===== src/uart9_pkg.sv =====
// Shared constants and carriers for the nine-bit half-duplex UART.
// Assumes a single 25 MHz system clock and an 8-bit register port.
package uart9_pkg;

    // Register addresses
    localparam logic [7:0] DATA_ADDR = 8'hd6;
    localparam logic [7:0] CTRL_ADDR = 8'hd7;

    // Control/status field positions
    localparam int RX_READY_POS = 7;
    localparam int TX_DONE_POS = 6;
    localparam int RX_IE_POS = 5;
    localparam int TX_IE_POS = 4;
    localparam int BAUD_LSB_POS = 1;
    localparam int NINTH_POS = 0;

    // Reset values
    localparam logic [7:0] CTRL_RESET = 8'h00;
    localparam logic [7:0] DATA_RESET = 8'h00;

    // Clock divisors per baud code; reserved code 7 falls back to the fastest rate
    localparam int unsigned BAUD_DIV [8] = '{6656, 3328, 1664, 832, 416, 256, 208, 208};

    // Sample states per bit and the three voting states
    localparam int unsigned OVERSAMPLE = 8;
    localparam logic [2:0] LAST_STATE = 3'h7;
    localparam logic [2:0] VOTE_A = 3'h3;
    localparam logic [2:0] VOTE_B = 3'h4;
    localparam logic [2:0] VOTE_C = 3'h5;

    // Frame shape: start, nine data bits, stop
    localparam int FRAME_BITS = 11;
    localparam logic [3:0] LAST_TX_BIT = 4'ha;
    localparam logic [3:0] LAST_RX_BIT = 4'h8;

    typedef struct packed {
        logic rx_ready;
        logic tx_done;
        logic rx_ie;
        logic tx_ie;
        logic [2:0] baud;
        logic ninth;
    } ctrl_t;

    typedef struct packed {
        logic ninth;
        logic [7:0] data;
    } char_t;

endpackage


===== src/nine_bit_uart.sv =====
// Nine-bit half-duplex UART: register port, transmitter and pin muxing.
// Assumes a same-clock CPU port, an async rx pin and a port-register level.
//
// Operation
// - Frames: start, nine data, stop, generated
// - Ninth bit sent as programmed, no parity
// - Ninth bit kept until rewritten or received
// - Data write starts frame, LSB first
// - Stop done sets tx flag, interrupt
// - Tx flag cleared by zero or data write
// - Writing one to tx flag sets it
// - Idle receiver hunts falling edge, waits bit
// - After stop wait, character goes to buffer
// - Buffer load sets rx flag, interrupt
// - Transmit start aborts ongoing reception
// - Rx flag cleared by zero, settable by one
// - Enables gate interrupts, leave flags alone
// - Data address: write transmits, read buffer
// - Baud code picks divisor, immediate effect
// - Control bit 0 holds the ninth bit
// - Eight states per bit, majority vote
// - Transmit pin output is inverted
//
// Implementation choice: strobed register access.
`timescale 1ns/1ps
module nine_bit_uart (
    input wire logic clk,
    input wire logic rst_n,
    input wire logic [7:0] addr,
    input wire logic [7:0] wdata,
    input wire logic wr_en,
    input wire logic rd_en,
    output logic [7:0] rdata,
    input wire logic rx_pin,
    input wire logic port_level,
    output logic tx_line,
    output logic tx_output_select,
    output logic tx_irq,
    output logic rx_irq
);
    uart9_pkg::ctrl_t ctrl_q;
    logic [7:0] rx_buf_q;
    logic [uart9_pkg::FRAME_BITS-1:0] tx_shift_q;
    logic tx_active_q;
    logic [2:0] tx_phase_q;
    logic [3:0] tx_bits_q;
    logic rx_meta_q;
    logic rx_sync_q;
    logic tick;
    logic rx_done;
    uart9_pkg::char_t rx_char;
    logic data_wr;
    logic ctrl_wr;
    logic tx_finish;

    // Strobe decode
    assign data_wr = wr_en && addr == uart9_pkg::DATA_ADDR;
    assign ctrl_wr = wr_en && addr == uart9_pkg::CTRL_ADDR;
    assign tx_finish = tx_active_q && tick && tx_phase_q == uart9_pkg::LAST_STATE
        && tx_bits_q == uart9_pkg::LAST_TX_BIT;

    baud_tick #(.CNT_W(10)) u_baud (
        .clk(clk),
        .rst_n(rst_n),
        .baud_sel(ctrl_q.baud),
        .tick(tick)
    );

    rx_frame u_rx (
        .clk(clk),
        .rst_n(rst_n),
        .tick(tick),
        .rx_level(rx_sync_q),
        .abort(tx_active_q),
        .done(rx_done),
        .rx_char(rx_char)
    );

    // Two-flop synchroniser on the asynchronous receive pin
    always_ff @(posedge clk or negedge rst_n) begin
        if (!rst_n) begin
            rx_meta_q <= 1'b1;
            rx_sync_q <= 1'b1;
        end else begin
            rx_meta_q <= rx_pin;
            rx_sync_q <= rx_meta_q;
        end
    end

    // Enables, baud code and flags reset to zero
    always_ff @(posedge clk or negedge rst_n) begin
        if (!rst_n) begin
            ctrl_q <= uart9_pkg::ctrl_t'(uart9_pkg::CTRL_RESET);
        end else begin
            // Enables and baud written without touching flags
            if (ctrl_wr) begin
                ctrl_q.rx_ie <= wdata[uart9_pkg::RX_IE_POS];
                ctrl_q.tx_ie <= wdata[uart9_pkg::TX_IE_POS];
                ctrl_q.baud <= wdata[uart9_pkg::BAUD_LSB_POS +: 3];
            end
            // Rx flag: software writes either level, hardware set wins
            if (rx_done) begin
                ctrl_q.rx_ready <= 1'b1;
            end else if (ctrl_wr) begin
                ctrl_q.rx_ready <= wdata[uart9_pkg::RX_READY_POS];
            end
            // Tx flag: zero clears, one sets, data write clears
            if (tx_finish) begin
                ctrl_q.tx_done <= 1'b1;
            end else if (data_wr) begin
                ctrl_q.tx_done <= 1'b0;
            end else if (ctrl_wr) begin
                ctrl_q.tx_done <= wdata[uart9_pkg::TX_DONE_POS];
            end
            // Received ninth bit overrides the programmed one
            if (rx_done) begin
                ctrl_q.ninth <= rx_char.ninth;
            end else if (ctrl_wr) begin
                ctrl_q.ninth <= wdata[uart9_pkg::NINTH_POS];
            end
        end
    end

    // Receive buffer simply overwritten by each character
    always_ff @(posedge clk or negedge rst_n) begin
        if (!rst_n) begin
            rx_buf_q <= uart9_pkg::DATA_RESET;
        end else if (rx_done) begin
            rx_buf_q <= rx_char.data;
        end
    end

    // Frame load and bit sequencing
    // A write mid-frame restarts the frame; first bit may run up to one state short
    always_ff @(posedge clk or negedge rst_n) begin
        if (!rst_n) begin
            tx_active_q <= 1'b0;
            tx_shift_q <= '1;
            tx_phase_q <= '0;
            tx_bits_q <= '0;
        end else if (data_wr) begin
            tx_active_q <= 1'b1;
            tx_shift_q <= {1'b1, ctrl_q.ninth, wdata, 1'b0};
            tx_phase_q <= '0;
            tx_bits_q <= '0;
        end else if (tx_active_q && tick) begin
            tx_phase_q <= tx_phase_q + 1'b1;
            if (tx_phase_q == uart9_pkg::LAST_STATE) begin
                tx_shift_q <= {1'b1, tx_shift_q[uart9_pkg::FRAME_BITS-1:1]};
                tx_bits_q <= tx_bits_q + 1'b1;
                // Frame ends after the full stop bit
                if (tx_bits_q == uart9_pkg::LAST_TX_BIT) begin
                    tx_active_q <= 1'b0;
                end
            end
        end
    end

    // Pin mux: inverted serial data while sending, port level otherwise
    always_ff @(posedge clk or negedge rst_n) begin
        if (!rst_n) begin
            tx_line <= 1'b0;
            tx_output_select <= 1'b0;
        end else begin
            tx_output_select <= tx_active_q;
            tx_line <= tx_active_q ? ~tx_shift_q[0] : port_level;
        end
    end

    // Interrupt requests gated by their enables
    always_ff @(posedge clk or negedge rst_n) begin
        if (!rst_n) begin
            tx_irq <= 1'b0;
            rx_irq <= 1'b0;
        end else begin
            tx_irq <= ctrl_q.tx_done && ctrl_q.tx_ie;
            rx_irq <= ctrl_q.rx_ready && ctrl_q.rx_ie;
        end
    end

    // Read port; data is valid only in the cycle after the strobe
    always_ff @(posedge clk or negedge rst_n) begin
        if (!rst_n) begin
            rdata <= '0;
        end else if (rd_en && addr == uart9_pkg::DATA_ADDR) begin
            rdata <= rx_buf_q;
        end else if (rd_en && addr == uart9_pkg::CTRL_ADDR) begin
            rdata <= ctrl_q;
        end else begin
            rdata <= '0;
        end
    end

    // Read port, frame start and end, flag setting
    a_data_read: assert property (@(posedge clk) disable iff (!rst_n)
        rd_en && addr == uart9_pkg::DATA_ADDR |=> rdata == $past(rx_buf_q))
        else $error("data read mismatch");

    a_tx_start: assert property (@(posedge clk) disable iff (!rst_n)
        data_wr |=> tx_active_q && !ctrl_q.tx_done ##1 tx_line && tx_output_select)
        else $error("transmit start wrong");

    a_tx_done_set: assert property (@(posedge clk) disable iff (!rst_n)
        tx_finish |=> ctrl_q.tx_done && !tx_active_q ##1 !tx_output_select)
        else $error("tx done not flagged");

    a_rx_ready_set: assert property (@(posedge clk) disable iff (!rst_n)
        rx_done |=> ctrl_q.rx_ready && rx_buf_q == $past(rx_char.data))
        else $error("rx buffer not loaded");

    a_ninth_rx: assert property (@(posedge clk) disable iff (!rst_n)
        rx_done |=> ctrl_q.ninth == $past(rx_char.ninth))
        else $error("ninth bit not updated");

    a_tx_irq_gate: assert property (@(posedge clk) disable iff (!rst_n)
        ctrl_q.tx_done && ctrl_q.tx_ie |=> tx_irq)
        else $error("tx interrupt missing");

    a_idle_line: assert property (@(posedge clk) disable iff (!rst_n)
        !tx_active_q |=> tx_line == $past(port_level) && !tx_output_select)
        else $error("idle pin not port level");

    a_stop_high: assert property (@(posedge clk) disable iff (!rst_n)
        tx_active_q && tx_bits_q == uart9_pkg::LAST_TX_BIT |=> !tx_line || !tx_active_q)
        else $error("stop bit not high");

    // Helper: baud ticks over one frame, counted apart from the bit counters
    logic [6:0] frame_ticks_q;

    always_ff @(posedge clk or negedge rst_n) begin
        if (!rst_n) begin
            frame_ticks_q <= '0;
        end else if (data_wr) begin
            frame_ticks_q <= '0;
        end else if (tx_active_q && tick) begin
            frame_ticks_q <= frame_ticks_q + 1'b1;
        end
    end

    // Frame shape, pin polarity, flag and field writes, read port idle level
    a_frame_len: assert property (@(posedge clk) disable iff (!rst_n)
        tx_finish |-> frame_ticks_q == 7'(uart9_pkg::FRAME_BITS * uart9_pkg::OVERSAMPLE - 1))
        else $error("frame length wrong");

    a_select_frame: assert property (@(posedge clk) disable iff (!rst_n)
        tx_active_q |=> tx_output_select)
        else $error("select not held in frame");

    a_tx_invert: assert property (@(posedge clk) disable iff (!rst_n)
        tx_active_q |=> tx_line == !$past(tx_shift_q[0]))
        else $error("tx pin not inverted");

    a_tx_wr_clear: assert property (@(posedge clk) disable iff (!rst_n)
        data_wr && !tx_finish |=> !ctrl_q.tx_done)
        else $error("tx flag not cleared by data write");

    a_tx_sw_write: assert property (@(posedge clk) disable iff (!rst_n)
        ctrl_wr && !tx_finish |=> ctrl_q.tx_done == $past(wdata[uart9_pkg::TX_DONE_POS]))
        else $error("tx flag write ignored");

    a_rx_sw_write: assert property (@(posedge clk) disable iff (!rst_n)
        ctrl_wr && !rx_done |=> ctrl_q.rx_ready == $past(wdata[uart9_pkg::RX_READY_POS]))
        else $error("rx flag write ignored");

    a_rx_irq_gate: assert property (@(posedge clk) disable iff (!rst_n)
        ctrl_q.rx_ready && ctrl_q.rx_ie |=> rx_irq)
        else $error("rx interrupt missing");

    a_tx_irq_mask: assert property (@(posedge clk) disable iff (!rst_n)
        !ctrl_q.tx_ie |=> !tx_irq)
        else $error("tx interrupt not masked");

    a_rx_irq_mask: assert property (@(posedge clk) disable iff (!rst_n)
        !ctrl_q.rx_ie |=> !rx_irq)
        else $error("rx interrupt not masked");

    a_enable_write: assert property (@(posedge clk) disable iff (!rst_n)
        ctrl_wr |=> ctrl_q.rx_ie == $past(wdata[uart9_pkg::RX_IE_POS])
            && ctrl_q.tx_ie == $past(wdata[uart9_pkg::TX_IE_POS]))
        else $error("enable write ignored");

    a_ninth_write: assert property (@(posedge clk) disable iff (!rst_n)
        ctrl_wr && !rx_done |=> ctrl_q.ninth == $past(wdata[uart9_pkg::NINTH_POS]))
        else $error("ninth bit write ignored");

    a_ninth_hold: assert property (@(posedge clk) disable iff (!rst_n)
        !ctrl_wr && !rx_done |=> $stable(ctrl_q.ninth))
        else $error("ninth bit changed alone");

    a_baud_write: assert property (@(posedge clk) disable iff (!rst_n)
        ctrl_wr |=> ctrl_q.baud == $past(wdata[uart9_pkg::BAUD_LSB_POS +: 3]))
        else $error("baud code write ignored");

    a_ctrl_read: assert property (@(posedge clk) disable iff (!rst_n)
        rd_en && addr == uart9_pkg::CTRL_ADDR |=> rdata == $past(ctrl_q))
        else $error("control read mismatch");

    a_rdata_idle: assert property (@(posedge clk) disable iff (!rst_n)
        !rd_en |=> rdata == 8'h00)
        else $error("read data not idle");

    a_rx_buf_hold: assert property (@(posedge clk) disable iff (!rst_n)
        !rx_done |=> $stable(rx_buf_q))
        else $error("receive buffer changed alone");

endmodule


===== src/baud_tick.sv =====
// Baud divider producing a one-cycle tick at eight times the bit rate.
// Assumes baud_sel comes from a register on the same clock.
`timescale 1ns/1ps
module baud_tick #(
    parameter int CNT_W = 10
) (
    input wire logic clk,
    input wire logic rst_n,
    input wire logic [2:0] baud_sel,
    output logic tick
);
    logic [CNT_W-1:0] cnt_q;
    logic [CNT_W-1:0] period;

    // Clock cycles per sample state; a new code takes effect at once
    always_comb begin
        period = CNT_W'(uart9_pkg::BAUD_DIV[baud_sel] / uart9_pkg::OVERSAMPLE);
    end

    always_ff @(posedge clk or negedge rst_n) begin
        if (!rst_n) begin
            cnt_q <= '0;
            tick <= 1'b0;
        end else if (cnt_q >= period - 1'b1) begin
            cnt_q <= '0;
            tick <= 1'b1;
        end else begin
            cnt_q <= cnt_q + 1'b1;
            tick <= 1'b0;
        end
    end

    // Shortest period is 26 cycles, so ticks never touch
    a_tick_spacing: assert property (@(posedge clk) disable iff (!rst_n)
        tick |=> !tick [*8]) else $error("baud ticks too close");

endmodule


===== src/rx_frame.sv =====
// Receive framer: edge hunt, start wait, nine voted bits, stop wait.
// Assumes rx_level is already synchronised and tick is the 8x rate.
`timescale 1ns/1ps
module rx_frame (
    input wire logic clk,
    input wire logic rst_n,
    input wire logic tick,
    input wire logic rx_level,
    input wire logic abort,
    output logic done,
    output uart9_pkg::char_t rx_char
);
    typedef enum logic [1:0] {IDLE, START, DATA, STOP} rx_state_t;

    rx_state_t state_q;
    logic prev_q;
    logic [2:0] phase_q;
    logic [3:0] bit_q;
    logic [2:0] vote_q;
    logic [8:0] shift_q;

    function automatic logic maj3(input logic [2:0] v);
        maj3 = (v[0] & v[1]) | (v[0] & v[2]) | (v[1] & v[2]);
    endfunction

    // Edge history for falling-edge detection
    always_ff @(posedge clk or negedge rst_n) begin
        if (!rst_n) begin
            prev_q <= 1'b1;
        end else begin
            prev_q <= rx_level;
        end
    end

    always_ff @(posedge clk or negedge rst_n) begin
        if (!rst_n) begin
            state_q <= IDLE;
            phase_q <= '0;
            bit_q <= '0;
            done <= 1'b0;
        end else begin
            done <= 1'b0;
            if (abort) begin
                state_q <= IDLE;
            end else begin
                unique case (state_q)
                    IDLE: begin
                        phase_q <= '0;
                        bit_q <= '0;
                        if (prev_q && !rx_level) begin
                            state_q <= START;
                        end
                    end
                    START: begin
                        if (tick) begin
                            phase_q <= phase_q + 1'b1;
                            if (phase_q == uart9_pkg::LAST_STATE) begin
                                state_q <= DATA;
                            end
                        end
                    end
                    DATA: begin
                        if (tick) begin
                            phase_q <= phase_q + 1'b1;
                            if (phase_q == uart9_pkg::LAST_STATE) begin
                                bit_q <= bit_q + 1'b1;
                                if (bit_q == uart9_pkg::LAST_RX_BIT) begin
                                    state_q <= STOP;
                                end
                            end
                        end
                    end
                    // Stop wait, then hand over; stop level unchecked
                    STOP: begin
                        if (tick) begin
                            phase_q <= phase_q + 1'b1;
                            if (phase_q == uart9_pkg::LAST_STATE) begin
                                state_q <= IDLE;
                                done <= 1'b1;
                            end
                        end
                    end
                endcase
            end
        end
    end

    always_ff @(posedge clk or negedge rst_n) begin
        if (!rst_n) begin
            vote_q <= '0;
            shift_q <= '0;
        end else if (state_q == DATA && tick) begin
            unique case (phase_q)
                uart9_pkg::VOTE_A: vote_q[0] <= rx_level;
                uart9_pkg::VOTE_B: vote_q[1] <= rx_level;
                uart9_pkg::VOTE_C: vote_q[2] <= rx_level;
                uart9_pkg::LAST_STATE: shift_q <= {maj3(vote_q), shift_q[8:1]};
                default: vote_q <= vote_q;
            endcase
        end
    end

    // LSB arrives first, ninth bit last
    assign rx_char = uart9_pkg::char_t'(shift_q);

    a_rx_abort: assert property (@(posedge clk) disable iff (!rst_n)
        abort |=> state_q == IDLE && !done) else $error("rx not aborted");

endmodule


===== config.mk =====
export PLATFORM = sky130hd
export DESIGN_NAME = nine_bit_uart
export DESIGN_NICKNAME = d
export VERILOG_FILES = /design/src/uart9_pkg.sv /design/src/nine_bit_uart.sv /design/src/baud_tick.sv /design/src/rx_frame.sv
export SDC_FILE = /design/constraint.sdc
export NUM_CORES = 1
export LEC_CHECK = 0
export ABC_CLOCK_PERIOD_IN_PS = 3300
export BUFFER_PORTS_ARGS = -buffer_cell sky130_fd_sc_hd__clkbuf_2
export CORE_ASPECT_RATIO = 0.6
export CORE_MARGIN = 2
export CORE_UTILIZATION = 60
export CTS_BUF_LIST = sky130_fd_sc_hd__clkbuf_8
export DETAILED_ROUTE_END_ITERATION = 6
export PLACE_DENSITY = 0.8
export SLEW_MARGIN = 20
export SYNTH_ARGS = -nofsm -noshare
export SYNTH_HDL_FRONTEND = slang
export SYNTH_SLANG_ARGS = --single-unit

===== constraint.sdc =====
create_clock -name clk -period 3.3 [get_ports clk]
set_input_delay 0.495 -clock clk [delete_from_list [all_inputs] [get_ports clk]]
set_output_delay 0.495 -clock clk [all_outputs]
set_load 0.02 [all_outputs]

======== Word level (Yosys, flattened, before mapping) ========
Memory sizes are Yosys's and may differ from the RTL's.
Index checks and enable logic that the tools add are counted.
word-level totals
  memories kept ........................... 1
  bits in registers ....................... 83
  input bits .............................. 22
  RAM bits ................................ 0
  ROM bits ................................ 256
  bits in latches ......................... 0
operators by class
  mux-type cells .......................... 45
  bitwise gates (word level) .............. 8
  multiply operators ...................... 0
  reduce and logical (&&, ||, !) cells .... 29
  div/mod/pow operators ................... 0
  $lt $le $gt $ge ......................... 2
  shifts and indexed selects .............. 0
  add/sub/neg operators ................... 6
  equality and inequality tests ........... 23
memory list
  memory            depth  width  rd ports  clocked after Yosys merged registers in  wr ports  RTL line         source
  (name not given)  8      32     1         0                                        0         baud_tick.sv:17  period = CNT_W'(uart9_pkg::BAUD_DIV[baud_sel] / uart9_pkg::OVERSAMPLE);
operators by type and width
  operator                                               number
  2-to-1 mux 11 bit                                      3
  2-to-1 mux 13 bit                                      2
  2-to-1 mux 4 bit                                       5
  2-to-1 mux 2 bit                                       9
  2-to-1 mux 1 bit                                       17
  equality test 8 bit, second input constant             2
  2-to-1 mux 8 bit                                       2
  inequality test 3 x 2 -> 1 bit, second input constant  5
  equality test 3 bit, second input constant             4
  AND reduction 2 bit                                    6
  logical AND 1 bit                                      11
  adder 10 x 1 -> 10 bit, second input constant          1
  greater-or-equal comparator 10 bit                     1
  2-to-1 mux 10 bit                                      1
  nonzero test 2 bit                                     5
  subtractor 10 x 1 -> 10 bit, second input constant     1
  2-to-1 mux 3 bit                                       3
  inequality test 3 bit, second input constant           3
  adder 4 x 1 -> 4 bit, second input constant            2
  equality test 4 bit, second input constant             2
  one-hot mux 2 bit (4 select lines)                     1
  one-hot mux 4 bit (2 select lines)                     1
  AND reduction 8 bit                                    1
  adder 3 x 1 -> 3 bit, second input constant            2
  17 further kinds                                       23

======== Longest topological paths before layout ========
Gate-level depths: netlist of run 1.
  word-level depth ........................ 7
  mapped depth ............................ 14
  depth with buffers taken out ............ 12

======== Modules after synthesis ========
Synthesis of run 1 repeated with hierarchy kept, for this count alone.
second synthesis, totals
  cells, all modules ...................... 363
  area total of the unflattened synthesis .. 4305.4 µm²
by module, submodules not included
  module         area each (µm²)  cells an instance  times used
  nine_bit_uart  2142.1           156                1
  rx_frame       1186.1           99                 1
  baud_tick      977.2            108                1

======== Worst setup path before layout of run 1 ========
OpenSTA, ideal clock, no wires.
  kind .................................... register to register
  start ................................... register ctrl_q[2] (netlist bit)
  end ..................................... register u_baud.cnt_q[2]
  library setup time ...................... 0.071 ns
  slack ................................... 0.737 ns
  path buffers ............................ 2
  data arrival time ....................... 2.492 ns
  cell stages (with the launch flop) ...... 15
  path through ............................ dfrtp_1 buf_2 inv_1 ha_1 nand2_1 ha_1 o21ai_0 nor2_1 mux2i_1 ha_1 a211oi_1 nor2_1 a211o_1 buf_2 nor2_1
between the ends
  cells in the longest elaborated chain, start to end .. 7
ends and longest elaborated chain
  element                                                RTL line             source
  from (decl)                                            nine_bit_uart.sv:41  uart9_pkg::ctrl_t ctrl_q;
  from (signal assigned)                                 nine_bit_uart.sv:93  ctrl_q <= uart9_pkg::ctrl_t'(uart9_pkg::CTRL_RESET);
  NOT 3 -> 4 bit (not written as such)                   baud_tick.sv:17
  memory (8 x 32 bit)                                    --
  2-to-1 mux 13 bit (not written as such) (2 in series)  baud_tick.sv:17
  subtractor 10 x 1 -> 10 bit                            baud_tick.sv:24      end else if (cnt_q >= period - 1'b1) begin
  greater-or-equal comparator 10 bit                     baud_tick.sv:24
  2-to-1 mux 10 bit                                      baud_tick.sv:24
  to (signal assigned)                                   baud_tick.sv:28      cnt_q <= cnt_q + 1'b1;
  to (decl)                                              baud_tick.sv:12      logic [CNT_W-1:0] cnt_q;
No other way between the ends. The select of a mux whose other input is x is not followed.
A chain may end at the register's enable or synchronous reset.

======== Final worst setup path of run 1 ========
  start ................................... register ctrl_q[1] (netlist bit)
  end ..................................... register u_baud.cnt_q[0]
The elaborated chain is that of the path after synthesis.

==> impl_results.md, run 1 <==
- Vias: 2852
- Max_cap viols: 0
- Die height: 68.1 um
- Port Buffers: 33
- Outcome: finished, final reports clean
- Crit path kind: flip-flop to flip-flop
- Clock slew at reported path FFs: 80 ps
- Seq pwr share: 0.497
- Max-slew headroom: 0.309
- Starting Density: 0.618
- GP Congestion: 0.824
- Post-synthesis async set-or-reset flop share: 1.00
- Slew Limit Fails: 0
- Share of cells above drive strength 1: 0.228
- Gr usage total: 0.235
- Skew final: 14.8 ps
- Core footprint: 0.00665 mm^2
- Syn Area/Cell: 11.1 um^2
- Final nets: 457
- DPL Wire Length: 6.00 mm
- Insertion delay to the later sink of the worst-skew pair: 350 ps
- Setup Buffers After CTS: 0
- Longest Clk Path Bufs: 2
- Final hold vios: 0
- Clock sinks: 82
- RSZ-0062 raised after global routing: false
- Post-Syn Area: 0.00411 mm^2
- Post-Synth Simple-Gate Area: 0.139
- Flop2flop setup slack: 320 ps
- Synth Register Bits: 82
- Num CTS Buffers: 9
- Antenna violations before repair: 0
- Cell Pwr Density: 523 mW/mm^2
- Clock period minus worst slack: 2980 ps
- Sequential fraction of the synthesis area: 0.504
- CTS tree: yes
- Largest area contributor in the netlist: dfrtp_1
- Adder-Cell Fraction of Synth Area: 0.0975
- P&R area growth vs syn: 11.4%
- Clk pwr share: 0.332
- Reg-to-Reg Start: ctrl_q[1]$_DFFE_PN0P_
- R2R depth: 12
- Xor and xnor area share after synthesis: 0.0341
- Worst Path Max Fanout: 12
- Number of DRC markers in iteration 0: 179
- Leak pwr: 2.25 nW
- Top cells by area, synth: dfrtp_1, ha_1, dfstp_2, mux2_2, mux2i_1
- Max VDD drop: 0.302 mV
- FP Rows: 23
- Die X: 111 um
- Slew @ Worst Pin: 1030 ps
- Vias/cell: 5.76
- Largest net degree at the start of global routing: 83
- Post-synth cell types: 44
- Final setup fails: 0
- CP Launch Type: flip-flop
- Yosys top cell area share: 0.421
- Global-route wire length before repair: 13.7 mm
- Drt drc: 0
- Final total power: 2.39 mW
- Max Clk Rate: 335 MHz
- H-tree Lvls: 3
- Post-synthesis mux area share: 0.109
- HP Class: input pin to async pin
- Drt first pass iters: 4
- I/O pin cnt: 34
- NetSw: 669 uW
- Die area: 0.00754 mm^2
- Crit path DAT: 3250 ps
- CTS Root Cell: clkbuf_8
- Gate power share: 0.171
- Routed len/inst: 16.6 um
- Synth Area in Compound Gates: 0.0856
- CTS Hold Bufs: 0
- Ant diodes: 0
- Final WL: 8.20 mm
- Post-CTS sizing: 0
- Antenna Nets Post-Route: 0
- Critical Path End Type: flip-flop
- Synth warn: 0
- Gate Count Post-Synth: 369
- Mapped Nets: 423
- Number of flops mapped to enable cells by yosys: 0
- Largest family of logic cells by synthesized area: simple AND/OR/NAND/NOR gates
- Sw frac: 0.279
- Total Neg Setup Slack: 0 ps
- Period utilization: 0.904
- P_int: 1.72 mW
- Top_reg_cell synth: dfrtp_1
- GR Overflow Total: 0
- Vias in the first global route: 2729
- Capturing point of the worst reg2reg path: u_baud.cnt_q[0]$_DFF_PN0_
- Required @ worst endpoint: 3560 ps
==> state kept, by name, indices dropped and copies added, names as in the netlist, 2 cells and up <==
register and flops:
u_rx.state_q 2, u_rx.phase_q 3, ctrl_q 8, u_baud.cnt_q 10
rx_buf_q 8, u_rx.bit_q 4, u_rx.vote_q 3, tx_phase_q 3
tx_bits_q 4, u_rx.rx_char 9, rdata 8, tx_shift_q 10
==> placed cells by master (no fill, tap or decap), types with 2 or more instances in the layout <==
cell / instances
bufinv_16: 2
a21oi_1: 9
mux2_2: 26
nand2_1: 37
nor3_1: 5
and3_1: 3
xor2_1: 7
o31ai_1: 2
dfstp_2: 13
nor3_2: 2
a22oi_1: 2
a22o_1: 8
nand4_1: 6
nand2b_1: 3
clkbuf_2: 32
a211oi_1: 3
nor2_1: 27
o21ai_0: 24
xnor2_1: 9
o22ai_1: 2
clkbuf_8: 11
mux2i_1: 14
and2_1: 3
ha_1: 32
inv_1: 23
dfrtp_1: 69
nand3_1: 10
nand4b_1: 5
==> critical path, stage by stage (launching register included) <==
cell,delay [ps]
dfrtp_1,540
inv_1,140
ha_1,270
nand2_1,80
ha_1,210
o21ai_0,160
nor2_1,170
mux2i_1,230
ha_1,270
a211oi_1,230
nor2_1,80
a211o_1,380
nor2_1,150
==> cell usage after synthesis (all sizes together), types with 3 or more instances <==
library cell  number
a211oi             3
xor2               7
dfrtp             69
buf                6
nand4b             6
nor2              27
and3               3
a22o               8
xnor2              9
o21ai             24
dfstp             13
clkbuf             5
nand2b             3
a21oi              9
nand2             37
mux2i             14
and2               3
mux2              27
nor3               7
nand4              6
nand3             11
ha                32
inv               20
==> logic make-up after synthesis <==
| group | after synthesis |
|---|---|
| simple gates | 110 |
| flops | 82 |
| compound gates | 56 |
| mux | 41 |
| buf+inv | 32 |
| fa+ha+maj | 32 |
| xor+xnor | 16 |
==> worst max path at each step <==
stage                          start                         to  slack, ps
6_report       ctrl_q[1]$_DFFE_PN0P_  u_baud.cnt_q[0]$_DFF_PN0_        320
5_1_grt        ctrl_q[1]$_DFFE_PN0P_  u_baud.cnt_q[0]$_DFF_PN0_          3
4_1_cts        ctrl_q[1]$_DFFE_PN0P_  u_baud.cnt_q[0]$_DFF_PN0_        350
3_5_place_dp   ctrl_q[1]$_DFFE_PN0P_  u_baud.cnt_q[0]$_DFF_PN0_        380
3_3_place_gp   ctrl_q[1]$_DFFE_PN0P_  u_baud.cnt_q[5]$_DFF_PN0_        560
2_1_floorplan  ctrl_q[2]$_DFFE_PN0P_  u_baud.cnt_q[2]$_DFF_PN0_        740
==> power groups by stage <==
stage	clock network, mW	registers (mW)	logic, mW
after detailed placement	0	1.21	0.407
after floorplan	0	1.17	0.295
after global routing	0.863	1.20	0.473
after CTS	0.810	1.19	0.410
final	0.795	1.19	0.409
after global placement	0	1.20	0.380
==> final cells by class <==
cell class | instances | area, um^2
fill | 489 | 2080
sequential | 82 | 2070
timing repair buffer | 34 | 179
clock inverter | 5 | 71.3
clock buffer | 11 | 151
tap | 87 | 109
multi-input combinational | 255 | 1910
inverter | 21 | 78.8
==> per-layer routing <==
layer  routed length (um)  global-route usage  vias up
met4                   81              0.0641        0
met2                 3740               0.375       57
met1                 4020               0.326     1425
met3                  351              0.0620        8
li1                     -                   -     1362
met5                    0                   0        -
==> through the flow <==
| stage | setup WS (ps) | std cells | area (um^2) | hold slack [ps] | utilization |
|---|---|---|---|---|---|
| 3_3_place_gp | 565 | 479 | 4340 | 346 | 0.653 |
| 3_5_place_dp | 380 | 479 | 4340 | 356 | 0.653 |
| 4_1_cts | 353 | 495 | 4560 | 209 | 0.686 |
| 5_1_grt | 2.58 | 495 | 4570 | 198 | 0.688 |
| 6_report | 316 | 495 | 4570 | 180 | 0.688 |
| 2_1_floorplan | 737 | 369 | 4110 | 199 | - |
Power figures use the tool's default switching activity.
==> inputs of run 2 (changes only) <==
--- a/config.mk
+++ b/config.mk
@@ -5,14 +5,17 @@
 export SDC_FILE = /design/constraint.sdc
 export NUM_CORES = 1
 export LEC_CHECK = 0
-export ABC_CLOCK_PERIOD_IN_PS = 3300
+export ABC_CLOCK_PERIOD_IN_PS = 3600
 export BUFFER_PORTS_ARGS = -buffer_cell sky130_fd_sc_hd__clkbuf_2
+export CELL_PAD_IN_SITES_DETAIL_PLACEMENT = 0
+export CELL_PAD_IN_SITES_GLOBAL_PLACEMENT = 1
 export CORE_ASPECT_RATIO = 0.6
 export CORE_MARGIN = 2
-export CORE_UTILIZATION = 60
+export CORE_UTILIZATION = 53
 export CTS_BUF_LIST = sky130_fd_sc_hd__clkbuf_8
 export DETAILED_ROUTE_END_ITERATION = 6
-export PLACE_DENSITY = 0.8
+export PLACE_DENSITY_LB_ADDON = 0.1
+export REMOVE_ABC_BUFFERS = 1
 export SLEW_MARGIN = 20
 export SYNTH_ARGS = -nofsm -noshare
 export SYNTH_HDL_FRONTEND = slang
==> constraint.sdc (replaced) <==
create_clock -name clk -period 3.6 [get_ports clk]
set_input_delay 0.54 -clock clk [delete_from_list [all_inputs] [get_ports clk]]
set_output_delay 0.54 -clock clk [all_outputs]
set_load 0.02 [all_outputs]
==> run 2 against run 1 <==
Against the previous run: via count decreased by 2.7%; clock power down 21%; total power shrank 13%; sequential power is 9% lower; non-clock buffer count stayed put; fmax grew 0.92%; routed wire length is 0.63% higher; hold slack better by 32 ps.
==> impl_results.md, run 2 (synthesis gave the netlist of run 1 again) <==
- Drt drc: 0
- Core footprint: 0.00739 mm^2
- Clock sinks: 82
- CP Launch Type: flip-flop
- I/O pin cnt: 34
- CTS Hold Bufs: 0
- Die X: 118 um
- Die area: 0.00849 mm^2
- Cell Pwr Density: 458 mW/mm^2
- Starting Density: 0.556
- Max_cap viols: 0
- Skew final: 12.1 ps
- CP dominant cell by count: nor2_1
- Seq pwr share: 0.520
- Vias/cell: 5.42
- Crit path kind: flip-flop to flip-flop
- Post-CTS sizing: 0
- NetSw: 614 uW
- Global-route wire length before repair: 13.6 mm
- Final hold vios: 0
- FP Rows: 24
- Gr usage total: 0.209
- Die height: 72.2 um
- Period utilization: 0.821
- Final WL: 8.25 mm
- Core Util, Final: 0.616
- GR Overflow Total: 0
- Port Buffers: 33
- Commonest non-fill, non-tap cell in the layout: dfrtp_1
- Ant diodes: 0
- Max-slew headroom: 0.291
- Worst path cell trace: inv_1 > ha_1 > nor3_1 > o21ai_0 > nor2_1 > mux2i_1 > ha_1 > a211oi_1 > nor2_1 > a211o_1 > nor2_1
- Sw frac: 0.295
- Outcome: finished, final reports clean
- Most frequent cells in the layout: dfrtp_1, nand2_1, ha_1, clkbuf_2, nor2_1
- Share of cells above drive strength 1: 0.230
- Total Neg Setup Slack: 0 ps
- CTS tree: yes
- Drt first pass iters: 4
- Slew @ Worst Pin: 1050 ps
- Final nets: 457
- Slew Limit Fails: 0
- RSZ-0062 raised after global routing: false
- Worst path max stage delay: 550 ps
- Worst Path Max Fanout: 12
- Leak pwr: 2.23 nW
- Longest Clk Path Bufs: 2
- Vias: 2774
- Clock period minus worst slack: 2960 ps
- Max Clk Rate: 338 MHz
- Clk pwr share: 0.302
- CTS Root Cell: clkbuf_8
- Antenna Nets Post-Route: 0
- H-tree Lvls: 3
- Gate power share: 0.178
- Crit path DAT: 3240 ps
- Required @ worst endpoint: 3880 ps
- GP Congestion: 0.775
- Routed len/inst: 16.1 um
- Largest net degree at the start of global routing: 83
- P_int: 1.47 mW
- Insertion delay to the later sink of the worst-skew pair: 360 ps
- Crit-path slowest cell: dfrtp_1
- Num CTS Buffers: 9
- Antenna violations before repair: 0
- Critical Path End Type: flip-flop
- Setup Buffers After CTS: 0
- Vias in the first global route: 2666
- Clock slew at reported path FFs: 80 ps
- DPL Wire Length: 6.04 mm
- HP Class: input pin to async pin
- Number of DRC markers in iteration 0: 174
- Max VDD drop: 0.285 mV
- Final total power: 2.08 mW
- P&R area growth vs syn: 10.9%
- Final setup fails: 0
-- run 2: final cells by class --
type / count / area (um^2)
clock buffers: 9 / 124
clock inverters: 7 / 61.3
fillers: 643 / 2840
inverters: 21 / 78.8
multi-input cells: 255 / 1910
flip-flops and latches: 82 / 2070
well taps: 104 / 130
repair buffers: 34 / 179
-- run 2: path summary, 6_finish.rpt --
kind | start | to | slack (ps) | cells after the start
min reg2reg | rx_meta_q$_DFF_PN1_ | rx_sync_q$_DFF_PN1_ | 360 | 0
max | ctrl_q[1]$_DFFE_PN0P_ | u_baud.cnt_q[7]$_DFF_PN0_ | 640 | 11
max reg2reg | ctrl_q[1]$_DFFE_PN0P_ | u_baud.cnt_q[7]$_DFF_PN0_ | 640 | 11
min | rst_n | rdata[3]$_DFF_PN0_ | 210 | 1
max in group asynchronous | rst_n | tx_bits_q[0]$_DFFE_PN0P_ | 2890 | 1
min in group clk | rx_pin | rx_meta_q$_DFF_PN1_ | 270 | 1
-- run 2: power by group through the flow --
| stage | clock (mW) | combinational (mW) | sequential, mW |
|---|---|---|---|
| 6_report | 0.629 | 0.370 | 1.08 |
| 3_3_place_gp | 0 | 0.359 | 1.10 |
| 4_1_cts | 0.652 | 0.372 | 1.08 |
| 2_1_floorplan | 0 | 0.265 | 1.08 |
| 5_1_grt | 0.696 | 0.428 | 1.10 |
| 3_5_place_dp | 0 | 0.371 | 1.10 |
-- run 2: critical path, delay by kind of cell, from the launching register on --
kind | cells | cell delay, ps
AOI/OAI and AO/OA | 3 | 820
adders and majority gates | 2 | 540
buffers and inverters | 1 | 110
DFF | 1 | 550
muxes | 1 | 210
and+or+nand+nor | 4 | 660
-- run 2: metal layers --
metal | vias to the layer above | wire length (um) | part of all wire | global-route usage
met5 | - | 0 | 0 | 0
met4 | 0 | 93 | 0.011 | 0.0602
met3 | 11 | 353 | 0.043 | 0.0605
met2 | 61 | 3380 | 0.41 | 0.298
met1 | 1348 | 4430 | 0.54 | 0.311
li1 | 1354 | - | - | -
-- run 2: stage by stage --
stage	setup WS, ps	hold slack [ps]	cells	cell area [um^2]
final	643	212	512	4550
after global routing	356	246	512	4550
after CTS	683	245	512	4550
after detailed placement	701	349	496	4360
after global placement	821	346	496	4360
after floorplan	1080	244	358	4060
